## src/cpwm_pkg.sv

```systemverilog
package cpwm_pkg;

    // ****************************************
    // Register map (byte addresses)
    // ****************************************
    localparam logic [7:0] CPWM_ADDR_MODE = 8'h00;
    localparam logic [7:0] CPWM_ADDR_LEVEL = 8'h04;
    localparam logic [7:0] CPWM_ADDR_DTEN = 8'h08;
    localparam logic [7:0] CPWM_ADDR_DTDATA = 8'h0C;
    localparam logic [7:0] CPWM_ADDR_CYCBUF = 8'h10;
    localparam logic [7:0] CPWM_ADDR_PERBUF = 8'h14;
    localparam logic [7:0] CPWM_ADDR_DUTYU = 8'h18;
    localparam logic [7:0] CPWM_ADDR_DUTYV = 8'h1C;
    localparam logic [7:0] CPWM_ADDR_DUTYW = 8'h20;
    localparam logic [7:0] CPWM_ADDR_CNT4 = 8'h24;
    localparam logic [7:0] CPWM_ADDR_CNT3 = 8'h28;
    localparam logic [7:0] CPWM_ADDR_CYCDATA = 8'h2C;
    localparam logic [7:0] CPWM_ADDR_PERCMP = 8'h30;
    localparam logic [7:0] CPWM_ADDR_STATUS = 8'h34;

    // ****************************************
    // Fields and reset values
    // ****************************************
    localparam int CPWM_W = 16;
    localparam logic [3:0] CPWM_MODE_NORMAL = 4'h0;
    localparam logic [3:0] CPWM_MODE_COMP = 4'hE;
    localparam int CPWM_LVL_P_BIT = 0;
    localparam int CPWM_LVL_N_BIT = 1;
    localparam logic [15:0] CPWM_RST_CNT = 16'h0000;
    localparam logic [15:0] CPWM_RST_CMP = 16'hFFFF;
    localparam logic [15:0] CPWM_RST_DT = 16'h0001;
    localparam logic [15:0] CPWM_ONE = 16'h0001;
    localparam logic CPWM_RST_DTEN = 1'b1;
    localparam logic [31:0] CPWM_ZERO32 = 32'h0000_0000;

    typedef struct packed {
        logic [2:0] pos;
        logic [2:0] neg;
    } cpwm_pins_t;

    typedef enum logic [1:0] {
        CPWM_IDLE = 2'b00,
        CPWM_RUN = 2'b01
    } cpwm_state_t;

endpackage

```

## src/cpwm_top.sv

```systemverilog
// Contract
// RULE1: Positive level select 0 gives high initial, low active levels; 1 inverts.
// RULE2: Software loads six setup registers before selecting the mode.
// RULE3: Software writes the dead-time enable only to disable dead time.
// RULE4: The ch3 period buffer feeds the ch3 period compare; load half cycle plus dead time.
// RULE5: The cycle buffer feeds the cycle data register; load half the carrier cycle.
// RULE6: Software writes the dead time into the dead-time data register first.
// RULE7: Without dead time, clear enable, set period regs to half cycle plus 1, data to 1.
// RULE8: Software loads the three phase duty buffers before entering the mode.
// RULE9: On mode entry all five buffers copy to their compare registers at once.
// RULE10: Software clears the ch4 counter before selecting the mode.
// RULE11: The dead-time data value is the ch3 counter start value.
// RULE12: Positive and negative pulses never overlap unless dead time is disabled.
// RULE13: Dead-time enable clears only on a 0 write after it was read as 1.
// RULE14: Software leaves the mode before changing levels or dead-time data.
//
// Register access over APB and the address map are this design's own decisions.
`timescale 1ns/1ns
module cpwm_top
    import cpwm_pkg::*;
(
    input wire logic pclk,
    input wire logic presetn,
    input wire logic psel,
    input wire logic penable,
    input wire logic pwrite,
    input wire logic [7:0] paddr,
    input wire logic [31:0] pwdata,
    output logic [31:0] prdata,
    output logic pready,
    output logic pslverr,
    output cpwm_pkg::cpwm_pins_t pwm_o
);
    import cpwm_pkg::*;

    // ****************************************
    // Registers
    // ****************************************
    logic [3:0] mode_r;
    logic [1:0] level_r;
    logic dten_r;
    logic dten_seen_r;
    logic [CPWM_W-1:0] dtdata_r;
    logic [CPWM_W-1:0] cycbuf_r;
    logic [CPWM_W-1:0] perbuf_r;
    logic [CPWM_W-1:0] duty_r [3];
    logic [CPWM_W-1:0] cnt4_r;
    logic [CPWM_W-1:0] cnt3_r;
    logic [CPWM_W-1:0] cycdata_r;
    logic [CPWM_W-1:0] percmp_r;
    logic up_r;
    cpwm_state_t state_r;
    logic [31:0] prdata_nxt;

    // ****************************************
    // Bus decode
    // ****************************************
    wire wr = psel && penable && pwrite;
    wire rd = psel && penable && !pwrite;
    wire [CPWM_W-1:0] wd = pwdata[CPWM_W-1:0];
    wire comp_sel = (mode_r == CPWM_MODE_COMP);
    wire entry = comp_sel && (state_r == CPWM_IDLE);
    wire run = (state_r == CPWM_RUN);
    wire wr_mode = wr && (paddr == CPWM_ADDR_MODE);
    wire wr_mode_comp = wr_mode && (pwdata[3:0] == CPWM_MODE_COMP);
    wire hit = (paddr <= CPWM_ADDR_STATUS) && (paddr[1:0] == 2'b00);

    // ****************************************
    // Counters: ch4 leads, ch3 lags by dead time
    // ****************************************
    wire at_top = (cnt4_r >= cycdata_r);
    wire at_bot = (cnt4_r == CPWM_RST_CNT);
    // Direction for this step: turn round at crest and trough, no wrap
    wire cnt_up = up_r ? !at_top : at_bot;

    always_ff @(posedge pclk or negedge presetn) begin
        if (!presetn) begin
            state_r <= CPWM_IDLE;
        end else begin
            unique case (state_r)
                CPWM_IDLE: begin
                    if (comp_sel) begin
                        state_r <= CPWM_RUN;
                    end
                end
                CPWM_RUN: begin
                    if (!comp_sel) begin
                        state_r <= CPWM_IDLE;
                    end
                end
                default: state_r <= CPWM_IDLE;
            endcase
        end
    end

    always_ff @(posedge pclk or negedge presetn) begin
        if (!presetn) begin
            cnt4_r <= CPWM_RST_CNT;
            cnt3_r <= CPWM_RST_CNT;
            up_r <= 1'b1;
            cycdata_r <= CPWM_RST_CMP;
            percmp_r <= CPWM_RST_CMP;
        end else if (entry) begin
            cycdata_r <= cycbuf_r; // RULE5 RULE9
            percmp_r <= perbuf_r; // RULE4 RULE9
            cnt3_r <= dtdata_r; // RULE11
            up_r <= 1'b1;
        end else if (run) begin
            up_r <= cnt_up;
            if (!up_r && at_bot) begin
                cycdata_r <= cycbuf_r; // RULE5
                percmp_r <= perbuf_r; // RULE4
            end
            cnt4_r <= cnt_up ? cnt4_r + CPWM_ONE : cnt4_r - CPWM_ONE;
            cnt3_r <= cnt_up ? cnt3_r + CPWM_ONE : cnt3_r - CPWM_ONE;
        end else begin
            if (wr && paddr == CPWM_ADDR_CNT4) begin
                cnt4_r <= wd; // RULE10
            end
            if (wr && paddr == CPWM_ADDR_CNT3) begin
                cnt3_r <= wd;
            end
        end
    end

    // ****************************************
    // Software registers
    // ****************************************
    always_ff @(posedge pclk or negedge presetn) begin
        if (!presetn) begin
            mode_r <= CPWM_MODE_NORMAL;
            level_r <= 2'b00;
            dten_r <= CPWM_RST_DTEN;
            dten_seen_r <= 1'b0;
            dtdata_r <= CPWM_RST_DT;
            cycbuf_r <= CPWM_RST_CMP;
            perbuf_r <= CPWM_RST_CMP;
            duty_r[0] <= CPWM_RST_CMP;
            duty_r[1] <= CPWM_RST_CMP;
            duty_r[2] <= CPWM_RST_CMP;
        end else begin
            if (wr_mode) begin
                mode_r <= pwdata[3:0]; // RULE2
            end
            if (wr && paddr == CPWM_ADDR_LEVEL && !run && !wr_mode_comp) begin
                level_r <= pwdata[1:0]; // RULE14
            end
            if (rd && paddr == CPWM_ADDR_DTEN && dten_r) begin
                dten_seen_r <= 1'b1;
            end
            if (wr && paddr == CPWM_ADDR_DTEN) begin
                if (!pwdata[0] && dten_seen_r) begin
                    dten_r <= 1'b0; // RULE13 RULE3
                end
                dten_seen_r <= 1'b0;
            end
            if (wr && paddr == CPWM_ADDR_DTDATA && !run) begin
                dtdata_r <= wd; // RULE6 RULE7 RULE14
            end
            if (wr && paddr == CPWM_ADDR_CYCBUF) begin
                cycbuf_r <= wd;
            end
            if (wr && paddr == CPWM_ADDR_PERBUF) begin
                perbuf_r <= wd;
            end
            if (wr && paddr == CPWM_ADDR_DUTYU) begin
                duty_r[0] <= wd; // RULE8
            end
            if (wr && paddr == CPWM_ADDR_DUTYV) begin
                duty_r[1] <= wd; // RULE8
            end
            if (wr && paddr == CPWM_ADDR_DUTYW) begin
                duty_r[2] <= wd; // RULE8
            end
        end
    end

    // ****************************************
    // Read mux and response
    // ****************************************
    always_comb begin
        prdata_nxt = CPWM_ZERO32;
        unique case (paddr)
            CPWM_ADDR_MODE: prdata_nxt[3:0] = mode_r;
            CPWM_ADDR_LEVEL: prdata_nxt[1:0] = level_r;
            CPWM_ADDR_DTEN: prdata_nxt[0] = dten_r;
            CPWM_ADDR_DTDATA: prdata_nxt[15:0] = dtdata_r;
            CPWM_ADDR_CYCBUF: prdata_nxt[15:0] = cycbuf_r;
            CPWM_ADDR_PERBUF: prdata_nxt[15:0] = perbuf_r;
            CPWM_ADDR_DUTYU: prdata_nxt[15:0] = duty_r[0];
            CPWM_ADDR_DUTYV: prdata_nxt[15:0] = duty_r[1];
            CPWM_ADDR_DUTYW: prdata_nxt[15:0] = duty_r[2];
            CPWM_ADDR_CNT4: prdata_nxt[15:0] = cnt4_r;
            CPWM_ADDR_CNT3: prdata_nxt[15:0] = cnt3_r;
            CPWM_ADDR_CYCDATA: prdata_nxt[15:0] = cycdata_r;
            CPWM_ADDR_PERCMP: prdata_nxt[15:0] = percmp_r;
            CPWM_ADDR_STATUS: prdata_nxt[1:0] = {up_r, run};
            default: prdata_nxt = CPWM_ZERO32;
        endcase
    end

    // Registered answer: pready in the first access cycle, right after setup
    always_ff @(posedge pclk or negedge presetn) begin
        if (!presetn) begin
            pready <= 1'b0;
            pslverr <= 1'b0;
            prdata <= CPWM_ZERO32;
        end else begin
            pready <= psel && !penable;
            pslverr <= psel && !penable && !hit;
            prdata <= prdata_nxt;
        end
    end

    // ****************************************
    // Phase outputs
    // ****************************************
    genvar g;
    generate
        for (g = 0; g < 3; g++) begin : gen_ph
            cpwm_phase u_ph (
                .pclk(pclk),
                .presetn(presetn),
                .run(run),
                .load(entry),
                .up(up_r),
                .cnt3(cnt3_r),
                .cnt4(cnt4_r),
                .duty(duty_r[g]),
                .lvl_p(level_r[CPWM_LVL_P_BIT]),
                .lvl_n(level_r[CPWM_LVL_N_BIT]),
                .dt_en(dten_r),
                .pos(pwm_o.pos[g]),
                .neg(pwm_o.neg[g])
            );
        end
    endgenerate
endmodule

```

## src/cpwm_phase.sv

```systemverilog
`timescale 1ns/1ns
module cpwm_phase
    import cpwm_pkg::*;
(
    input wire logic pclk,
    input wire logic presetn,
    input wire logic run,
    input wire logic load,
    input wire logic up,
    input wire logic [CPWM_W-1:0] cnt3,
    input wire logic [CPWM_W-1:0] cnt4,
    input wire logic [CPWM_W-1:0] duty,
    input wire logic lvl_p,
    input wire logic lvl_n,
    input wire logic dt_en,
    output logic pos,
    output logic neg
);
    logic [CPWM_W-1:0] cmp_r;
    logic raw_p;
    logic raw_n;
    logic act_p;
    logic act_n;

    // Positive active while the lagging counter is under compare, negative
    // while the leading counter is above it: the offset forms the gap
    assign raw_p = run && (cnt3 < cmp_r);
    assign raw_n = run && (cnt4 > cmp_r);
    assign act_p = raw_p && !(dt_en && raw_n); // RULE12
    assign act_n = raw_n && !(dt_en && raw_p); // RULE12

    // Active level low when select is 0, inverted when 1
    always_ff @(posedge pclk or negedge presetn) begin
        if (!presetn) begin
            cmp_r <= CPWM_RST_CMP;
            pos <= 1'b1;
            neg <= 1'b1;
        end else begin
            if (load) begin
                cmp_r <= duty; // RULE9
            end
            pos <= act_p ? lvl_p : !lvl_p; // RULE1
            neg <= act_n ? lvl_n : !lvl_n; // RULE1
        end
    end
    wire unused_up = up;
endmodule

```

## config.mk

```make
export PLATFORM = sky130hd
export DESIGN_NAME = cpwm_top
export DESIGN_NICKNAME = d
export VERILOG_FILES = /design/src/cpwm_pkg.sv /design/src/cpwm_top.sv /design/src/cpwm_phase.sv
export SDC_FILE = /design/constraint.sdc
export NUM_CORES = 1
export LEC_CHECK = 0
export BUFFER_PORTS_ARGS = -buffer_cell sky130_fd_sc_hd__buf_2
export CORE_UTILIZATION = 45
export DETAILED_ROUTE_END_ITERATION = 8
export GPL_ROUTABILITY_DRIVEN = 0
export SLEW_MARGIN = 5
export SYNTH_ARGS = -nofsm -noshare
export SYNTH_HDL_FRONTEND = slang
export SYNTH_HIERARCHICAL = 1
export SYNTH_SLANG_ARGS = --single-unit
export TNS_END_PERCENT = 100
```

## constraint.sdc

```tcl
create_clock -name pclk -period 5.6 [get_ports pclk]
set_clock_uncertainty 0.15 [all_clocks]
set_input_delay 1.12 -clock pclk [delete_from_list [all_inputs] [get_ports pclk]]
set_output_delay 1.12 -clock pclk [all_outputs]
set_load 0.02 [all_outputs]
```

==> run_summary.xml, run 1 <==
<?xml version="1.0" encoding="UTF-8"?>
<metrics>
  <group name="floorplan">
    <metric name="overall_die_area" unit="um2">33900</metric>
    <metric name="core_area" unit="um2">32600</metric>
    <metric name="core.rowCount" unit="">66</metric>
    <metric name="fp.dieH" unit="um">184</metric>
    <metric name="chipWidth" unit="um">184</metric>
    <metric name="design.portCount" unit="">85</metric>
    <metric name="floorplan.initialDensity" unit="%">45.8</metric>
  </group>
  <group name="worst_setup_path">
    <metric name="crit_arrival" unit="ns">4.76</metric>
    <metric name="startpoint_to_endpoint_class_of_the_critical_path" unit="">reg -&gt; reg</metric>
    <metric name="timing.critical_path.to_type" unit="">flip-flop</metric>
    <metric name="critPathRequiredTime" unit="ns">5.86</metric>
    <metric name="worstPathMaxFanout" unit="">13</metric>
    <metric name="cp-start-kind" unit="">flip-flop</metric>
  </group>
  <group name="yosys">
    <metric name="portion_of_the_post_synthesis_area_used_by_sequential_elements" unit="%">42.0</metric>
    <metric name="ys_warn_count" unit="">6</metric>
    <metric name="syn_inst" unit="">1420</metric>
    <metric name="ys_ff_latch" unit="">242</metric>
    <metric name="synth_cell_types" unit="">78</metric>
    <metric name="synthesis.area_per_instance" unit="um2">10.5</metric>
    <metric name="main_synth_ff_type" unit="">sky130_fd_sc_hd__dfstp_2</metric>
    <metric name="number_of_enable_flip_flop_cells_after_synthesis" unit="">0</metric>
    <metric name="synthesized_area" unit="um2">14900</metric>
    <metric name="share_of_flip_flops_with_an_asynchronous_set_or_reset_after_synthesis" unit="%">100</metric>
  </group>
  <group name="detailed_routing">
    <metric name="initialDrtViolationCount" unit="">905</metric>
    <metric name="routed-via-count" unit="">11600</metric>
    <metric name="remaining_drc_errors" unit="">0</metric>
    <metric name="post_drt_wl_per_cell" unit="um">22.6</metric>
    <metric name="length_of_the_first_detailed_routing_pass_in_iterations" unit="">6</metric>
    <metric name="via_to_cell_ratio" unit="">5.97</metric>
    <metric name="finalWirelength" unit="um">43700</metric>
    <metric name="route.antenna.remaining_nets" unit="">0</metric>
  </group>
  <group name="worst_hold_path">
    <metric name="min_path_type" unit="">reg -&gt; reg</metric>
  </group>
  <group name="clock_network">
    <metric name="htreeDepth" unit="">1</metric>
    <metric name="tritoncts_clock_tree" unit="">built</metric>
    <metric name="cts_hold_buffers" unit="">0</metric>
    <metric name="postCtsSetupBuffers" unit="">0</metric>
    <metric name="ctsResizeCount" unit="">0</metric>
    <metric name="ctsRootBufferMaster" unit="">sky130_fd_sc_hd__clkbuf_16</metric>
    <metric name="clock_tree.buffer_depth" unit="">3</metric>
    <metric name="insertion_delay" unit="ns">0.54</metric>
    <metric name="cts.clk_slew.worst_paths" unit="ns">0.06</metric>
    <metric name="cts_inserted_buffers" unit="">27</metric>
    <metric name="numClockSinks" unit="">242</metric>
  </group>
  <group name="grt">
    <metric name="number_of_antenna_violations_at_the_first_check_in_global_routing" unit="">0</metric>
    <metric name="pin_count_of_the_biggest_net_entering_global_routing" unit="">79</metric>
    <metric name="gr-usage-all-layers" unit="%">26.4</metric>
    <metric name="grt_pass1_wl" unit="um">67700</metric>
    <metric name="grt.overflow.total" unit="">0</metric>
    <metric name="first_global_vias" unit="">11400</metric>
  </group>
  <group name="timing">
    <metric name="tns_setup" unit="ns">0</metric>
    <metric name="final.hold.worst_slack" unit="ns">0.345</metric>
    <metric name="fin_crit_sh" unit="%">80.4</metric>
    <metric name="finalHoldViolations" unit="">0</metric>
    <metric name="setup-violations-final" unit="">0</metric>
    <metric name="timing.final.max_slew_violations" unit="">0</metric>
    <metric name="maximum_clock_rate" unit="GHz">0.222</metric>
    <metric name="final_period_minus_worst_setup_slack" unit="ns">4.50</metric>
    <metric name="worst_pin_slew" unit="ns">1.03</metric>
    <metric name="worst_case_setup_margin_in_the_final_layout" unit="ns">1.10</metric>
    <metric name="worst_slew_margin_rel" unit="%">30.9</metric>
    <metric name="rsz_0062_raised_after_global_routing" unit="">no</metric>
  </group>
  <group name="power_and_ir_drop">
    <metric name="finalPower" unit="W">0.00789</metric>
    <metric name="power_leakage" unit="nW">6.96</metric>
    <metric name="peakVddDrop" unit="uV">247</metric>
    <metric name="powerDensity" unit="nW/um2">475</metric>
  </group>
  <group name="place">
    <metric name="place.detailed.hpwl" unit="um">31900</metric>
    <metric name="buffer_ports.inserted" unit="">52</metric>
    <metric name="pre_cts_slack" unit="ns">1.19</metric>
  </group>
  <group name="final_layout">
    <metric name="mostFrequentLayoutCell" unit="">sky130_fd_sc_hd__dfstp_2</metric>
    <metric name="drive_gt1_share" unit="%">31.6</metric>
    <metric name="final_util" unit="%">50.9</metric>
    <metric name="layout.cells.most_common_list" unit="">sky130_fd_sc_hd__dfstp_2 (169), sky130_fd_sc_hd__nand2_1 (148), sky130_fd_sc_hd__ha_1 (138)</metric>
    <metric name="largest_registers" unit="">duty_r: 48 flops, gen_ph.u_ph/cmp_r: 48 flops</metric>
    <metric name="flow.area_growth_from_synthesis" unit="%">11.1</metric>
    <metric name="num_antenna_cells" unit="">0</metric>
    <metric name="nNetsFinal" unit="">1661</metric>
  </group>
  <group name="run">
    <metric name="drv.max_cap_violation_count" unit="">0</metric>
  </group>
  <group name="status">
    <metric name="outcome" unit="">finished, final reports clean</metric>
  </group>
</metrics>
[layout make-up]
cell class | instances | area, um2
fillers | 2910 | 16000
multi-input cells | 1035 | 8050
flip-flops and latches | 242 | 6270
clock buffers | 43 | 806
well taps | 442 | 553
repair buffers | 82 | 508
inverters | 87 | 327
clock inverters | 6 | 85.1
[synth_stat cells (14+ instances only)]
library cell	instances	area [um2]
sky130_fd_sc_hd__mux2_2	96	1080
sky130_fd_sc_hd__dfstp_2	169	4440
sky130_fd_sc_hd__a21oi_1	87	435
sky130_fd_sc_hd__mux2_4	40	601
sky130_fd_sc_hd__a21o_1	14	105
sky130_fd_sc_hd__buf_2	15	75.1
sky130_fd_sc_hd__o21ai_0	96	480
sky130_fd_sc_hd__buf_4	18	135
sky130_fd_sc_hd__clkbuf_1	31	116
sky130_fd_sc_hd__nor2_1	58	218
sky130_fd_sc_hd__inv_1	87	327
sky130_fd_sc_hd__a22oi_1	18	135
sky130_fd_sc_hd__nand2_1	148	556
sky130_fd_sc_hd__xnor2_1	17	149
sky130_fd_sc_hd__nor2b_1	17	106
sky130_fd_sc_hd__dfrtp_1	73	1830
sky130_fd_sc_hd__ha_1	139	1740
sky130_fd_sc_hd__a222oi_1	20	200
sky130_fd_sc_hd__nand3_1	27	135
sky130_fd_sc_hd__nand4_1	21	131
[kinds of logic after synthesis]
logic type / count (synthesis) / share of synthesized area [%]
buf+inv: 158 / 4.75
other cells: 1 / 0.0251
flops: 242 / 42.0
compound gates: 352 / 15.9
fa+ha+maj: 141 / 11.9
simple gates: 340 / 10.9
xor+xnor: 30 / 1.76
mux: 156 / 12.8
[critical path: stages, from the launching register on]
cell                        delay (ns)
sky130_fd_sc_hd__dfrtp_1          0.36
sky130_fd_sc_hd__buf_4            0.19
sky130_fd_sc_hd__ha_1             0.32
sky130_fd_sc_hd__a21oi_1          0.15
sky130_fd_sc_hd__o2111ai_1        0.23
sky130_fd_sc_hd__a2111oi_2        0.52
sky130_fd_sc_hd__a21oi_4          0.24
sky130_fd_sc_hd__buf_4            0.24
sky130_fd_sc_hd__ha_1             0.45
sky130_fd_sc_hd__nand4_2          0.19
sky130_fd_sc_hd__nor4_1           0.49
sky130_fd_sc_hd__a211oi_1         0.12
sky130_fd_sc_hd__inv_1            0.15
sky130_fd_sc_hd__a41oi_1          0.17
sky130_fd_sc_hd__xnor2_1          0.17
sky130_fd_sc_hd__o221ai_1         0.17
sky130_fd_sc_hd__o21ai_1          0.08
[stage by stage]
step / std cells / cell area [um2]
after floorplan: 1435 / 15000
after global placement: 1888 / 15700
after detailed placement: 1888 / 15700
after CTS: 1937 / 16600
after global routing: 1937 / 16600
final: 1937 / 16600
[metal layers]
layer | GRT usage [%] | share of wire, % | vias to the layer above
li1 | - | - | 5268
met1 | 38.1 | 46 | 5794
met2 | 41.3 | 44 | 415
met3 | 2.63 | 6.1 | 94
met4 | 9.27 | 3.6 | 0
met5 | 0 | 0 | -
[where the power goes]
group	switching, W	leakage [nW]	internal (W)	total (W)
clock network	0.000703	0.430	0.00107	0.00177
registers	0.000313	2.68	0.00195	0.00226
logic	0.00226	3.84	0.00160	0.00386
[path summary, 6_finish.rpt]
path | startpoint | endpoint | slack, ns | depth (start not counted)
setup / recovery | cnt4_r[13] | cnt3_r[13] | 1.10 | 16
hold / removal | duty_r[24] | gen_ph[1].u_ph/cmp_r[8] | 0.35 | 2
setup reg to reg | cnt4_r[13] | cnt3_r[13] | 1.10 | 16
hold reg to reg | duty_r[24] | gen_ph[1].u_ph/cmp_r[8] | 0.35 | 2
max in group asynchronous | presetn | state_r[0] | 3.83 | 2
min in group asynchronous | presetn | prdata[4] | 0.42 | 1
No activity file was read; power rests on OpenSTA's default activity.
==> run 2, diff against run 1 <==
==> constraint.sdc (replaced) <==
create_clock -name pclk -period 4.13 [get_ports pclk]
set_clock_uncertainty 0.15 [all_clocks]
set_input_delay 0.826 -clock pclk [delete_from_list [all_inputs] [get_ports pclk]]
set_output_delay 0.826 -clock pclk [all_outputs]
set_load 0.02 [all_outputs]
==> run_summary.xml, run 2 (synthesis gave the netlist of run 1 again) <==
<?xml version="1.0" encoding="UTF-8"?>
<metrics>
  <group name="status">
    <metric name="outcome" unit="">finished, final reports clean</metric>
  </group>
  <group name="clock_network">
    <metric name="htreeDepth" unit="">1</metric>
    <metric name="clock_tree.buffer_depth" unit="">3</metric>
    <metric name="numClockSinks" unit="">242</metric>
    <metric name="cts_hold_buffers" unit="">0</metric>
    <metric name="ctsRootBufferMaster" unit="">sky130_fd_sc_hd__clkbuf_16</metric>
    <metric name="insertion_delay" unit="ns">0.55</metric>
    <metric name="tritoncts_clock_tree" unit="">built</metric>
    <metric name="cts_inserted_buffers" unit="">27</metric>
    <metric name="cts.clk_slew.worst_paths" unit="ns">0.06</metric>
  </group>
  <group name="power_and_ir_drop">
    <metric name="powerDensity" unit="nW/um2">670</metric>
    <metric name="p_comb_share" unit="%">53.1</metric>
    <metric name="intPower" unit="W">0.00675</metric>
    <metric name="switching_share" unit="%">41.6</metric>
    <metric name="peakVddDrop" unit="uV">348</metric>
    <metric name="switching_power" unit="W">0.00481</metric>
    <metric name="power_leakage" unit="nW">7.29</metric>
    <metric name="power.clock.fraction" unit="%">20.8</metric>
    <metric name="power_frac_seq" unit="%">26.1</metric>
  </group>
  <group name="worst_hold_path">
    <metric name="min_path_type" unit="">in -&gt; async</metric>
  </group>
  <group name="final_layout">
    <metric name="nNetsFinal" unit="">1728</metric>
    <metric name="layout.cells.most_common_list" unit="">sky130_fd_sc_hd__dfstp_2 (169), sky130_fd_sc_hd__nand2_1 (148), sky130_fd_sc_hd__ha_1 (136)</metric>
    <metric name="num_antenna_cells" unit="">0</metric>
    <metric name="final_design_area_no_fill" unit="um2">17300</metric>
    <metric name="largest_registers" unit="">duty_r: 48 flops, gen_ph.u_ph/cmp_r: 48 flops</metric>
    <metric name="mostFrequentLayoutCell" unit="">sky130_fd_sc_hd__dfstp_2</metric>
    <metric name="drive_gt1_share" unit="%">35.8</metric>
    <metric name="flow.area_growth_from_synthesis" unit="%">15.5</metric>
  </group>
  <group name="place">
    <metric name="place.detailed.hpwl" unit="um">33400</metric>
    <metric name="buffer_ports.inserted" unit="">52</metric>
    <metric name="dpl_cell_area" unit="um2">16200</metric>
    <metric name="pre_cts_slack" unit="ns">-0.139</metric>
  </group>
  <group name="worst_setup_path">
    <metric name="critPathRequiredTime" unit="ns">4.41</metric>
    <metric name="worstPathMaxFanout" unit="">6</metric>
    <metric name="timing.critical_path.to_type" unit="">flip-flop</metric>
    <metric name="cp-start-kind" unit="">flip-flop</metric>
    <metric name="startpoint_to_endpoint_class_of_the_critical_path" unit="">reg -&gt; reg</metric>
    <metric name="crit_arrival" unit="ns">4.30</metric>
  </group>
  <group name="grt">
    <metric name="grt.overflow.total" unit="">0</metric>
    <metric name="number_of_antenna_violations_at_the_first_check_in_global_routing" unit="">0</metric>
    <metric name="pin_count_of_the_biggest_net_entering_global_routing" unit="">97</metric>
    <metric name="grt_pass1_wl" unit="um">69700</metric>
    <metric name="first_global_vias" unit="">11600</metric>
    <metric name="gr-usage-all-layers" unit="%">27.4</metric>
  </group>
  <group name="detailed_routing">
    <metric name="routed-via-count" unit="">11900</metric>
    <metric name="route.antenna.remaining_nets" unit="">0</metric>
    <metric name="finalWirelength" unit="um">45800</metric>
    <metric name="initialDrtViolationCount" unit="">1063</metric>
    <metric name="via_to_cell_ratio" unit="">5.92</metric>
    <metric name="remaining_drc_errors" unit="">0</metric>
    <metric name="post_drt_wl_per_cell" unit="um">22.8</metric>
    <metric name="length_of_the_first_detailed_routing_pass_in_iterations" unit="">5</metric>
  </group>
  <group name="timing">
    <metric name="timing.final.max_slew_violations" unit="">0</metric>
    <metric name="rsz_0062_raised_after_global_routing" unit="">yes</metric>
    <metric name="finalHoldViolations" unit="">0</metric>
    <metric name="fin_crit_sh" unit="%">97.3</metric>
    <metric name="maximum_clock_rate" unit="GHz">0.249</metric>
    <metric name="final_period_minus_worst_setup_slack" unit="ns">4.02</metric>
    <metric name="worst_pin_slew" unit="ns">0.875</metric>
    <metric name="worst_slew_margin_rel" unit="%">41.5</metric>
    <metric name="final.hold.worst_slack" unit="ns">0.165</metric>
    <metric name="worst_case_setup_margin_in_the_final_layout" unit="ns">0.111</metric>
    <metric name="setup-violations-final" unit="">0</metric>
  </group>
  <group name="run">
    <metric name="drv.max_cap_violation_count" unit="">0</metric>
  </group>
  <group name="floorplan">
    <metric name="overall_die_area" unit="um2">33900</metric>
    <metric name="floorplan.initialDensity" unit="%">45.8</metric>
    <metric name="core.rowCount" unit="">66</metric>
    <metric name="design.portCount" unit="">85</metric>
    <metric name="chipWidth" unit="um">184</metric>
    <metric name="fp.dieH" unit="um">184</metric>
    <metric name="core_area" unit="um2">32600</metric>
  </group>
</metrics>
==> run 2: cell types whose count changed in the layout (fill, tap and decap cells not counted), sizes merged <==
cell and delta:
clkbuf -2, clkinvlp -1, a21oi +1, buf +66, clkinv +3
==> run 2: what timing repair did <==
item                       CTS  global route
setup buffers                1             3
resized for setup            6            25
setup endpoints to repair    8            15
gates cloned                 0             1
pin swaps                    3            10
==> run 2: routing by layer <==
metal | up-vias | global-route usage [%] | share of wire, %
li1 | 5410 | - | -
met1 | 5913 | 39.1 | 45
met2 | 458 | 42.2 | 44
met3 | 88 | 3.87 | 7.8
met4 | 0 | 9.70 | 3.6
met5 | - | 0 | 0
==> run 2: metrics by stage <==
stage	power (W)	cells	setup TNS [ns]	utilization, %
CTS	0.0113	2000	0	52.4
global route	0.0123	2004	-0.540	52.9
global placement	0.00860	1950	-0.0380	49.6
finish	0.0116	2004	0	52.9
detailed placement	0.00877	1950	-0.222	49.6
floorplan	0.00683	1435	0	-
==> run 2: cell type report <==
| class | count | area [um2] |
|---|---|---|
| repair buffers | 148 | 1030 |
| fillers | 2952 | 15400 |
| clock buffers | 41 | 778 |
| well taps | 442 | 553 |
| multi-input cells | 1036 | 8200 |
| clock inverters | 8 | 92.6 |
| inverters | 87 | 327 |
| flip-flops and latches | 242 | 6270 |
==> run 2: worst paths after layout <==
path / start / to / slack [ns] / cells after the start
setup reg to reg: up_r / cnt3_r[15] / 0.11 / 16
setup / recovery: up_r / cnt3_r[15] / 0.11 / 16
max in group asynchronous: presetn / cycbuf_r[5] / 2.69 / 2
hold reg to reg: duty_r[30] / gen_ph[1].u_ph/cmp_r[14] / 0.34 / 2
min in group pclk: penable / pready / 0.34 / 2
hold / removal: presetn / dtdata_r[4] / 0.16 / 1
==> run 2: power groups by stage <==
stage	sequential [W]	combinational [W]	clock, W
6_report	0.00302	0.00614	0.00240
4_1_cts	0.00299	0.00587	0.00243
3_5_place_dp	0.00303	0.00574	0
2_1_floorplan	0.00299	0.00383	0
3_3_place_gp	0.00302	0.00558	0
5_1_grt	0.00304	0.00679	0.00252
==> run 2: critical path, stage by stage, from the launching register on <==
cell and delay, ns:
sky130_fd_sc_hd__dfstp_2 0.43, sky130_fd_sc_hd__nor4_1 0.31, sky130_fd_sc_hd__buf_4 0.18, sky130_fd_sc_hd__nand4_1 0.21
sky130_fd_sc_hd__or4_4 0.50, sky130_fd_sc_hd__o21ai_4 0.12, sky130_fd_sc_hd__a21oi_2 0.13, sky130_fd_sc_hd__buf_4 0.16
sky130_fd_sc_hd__ha_1 0.34, sky130_fd_sc_hd__nand4_4 0.15, sky130_fd_sc_hd__o221ai_2 0.10, sky130_fd_sc_hd__a211oi_1 0.25
sky130_fd_sc_hd__inv_1 0.13, sky130_fd_sc_hd__a311oi_2 0.30, sky130_fd_sc_hd__xnor2_1 0.17, sky130_fd_sc_hd__a31oi_1 0.11
sky130_fd_sc_hd__a2bb2oi_1 0.15
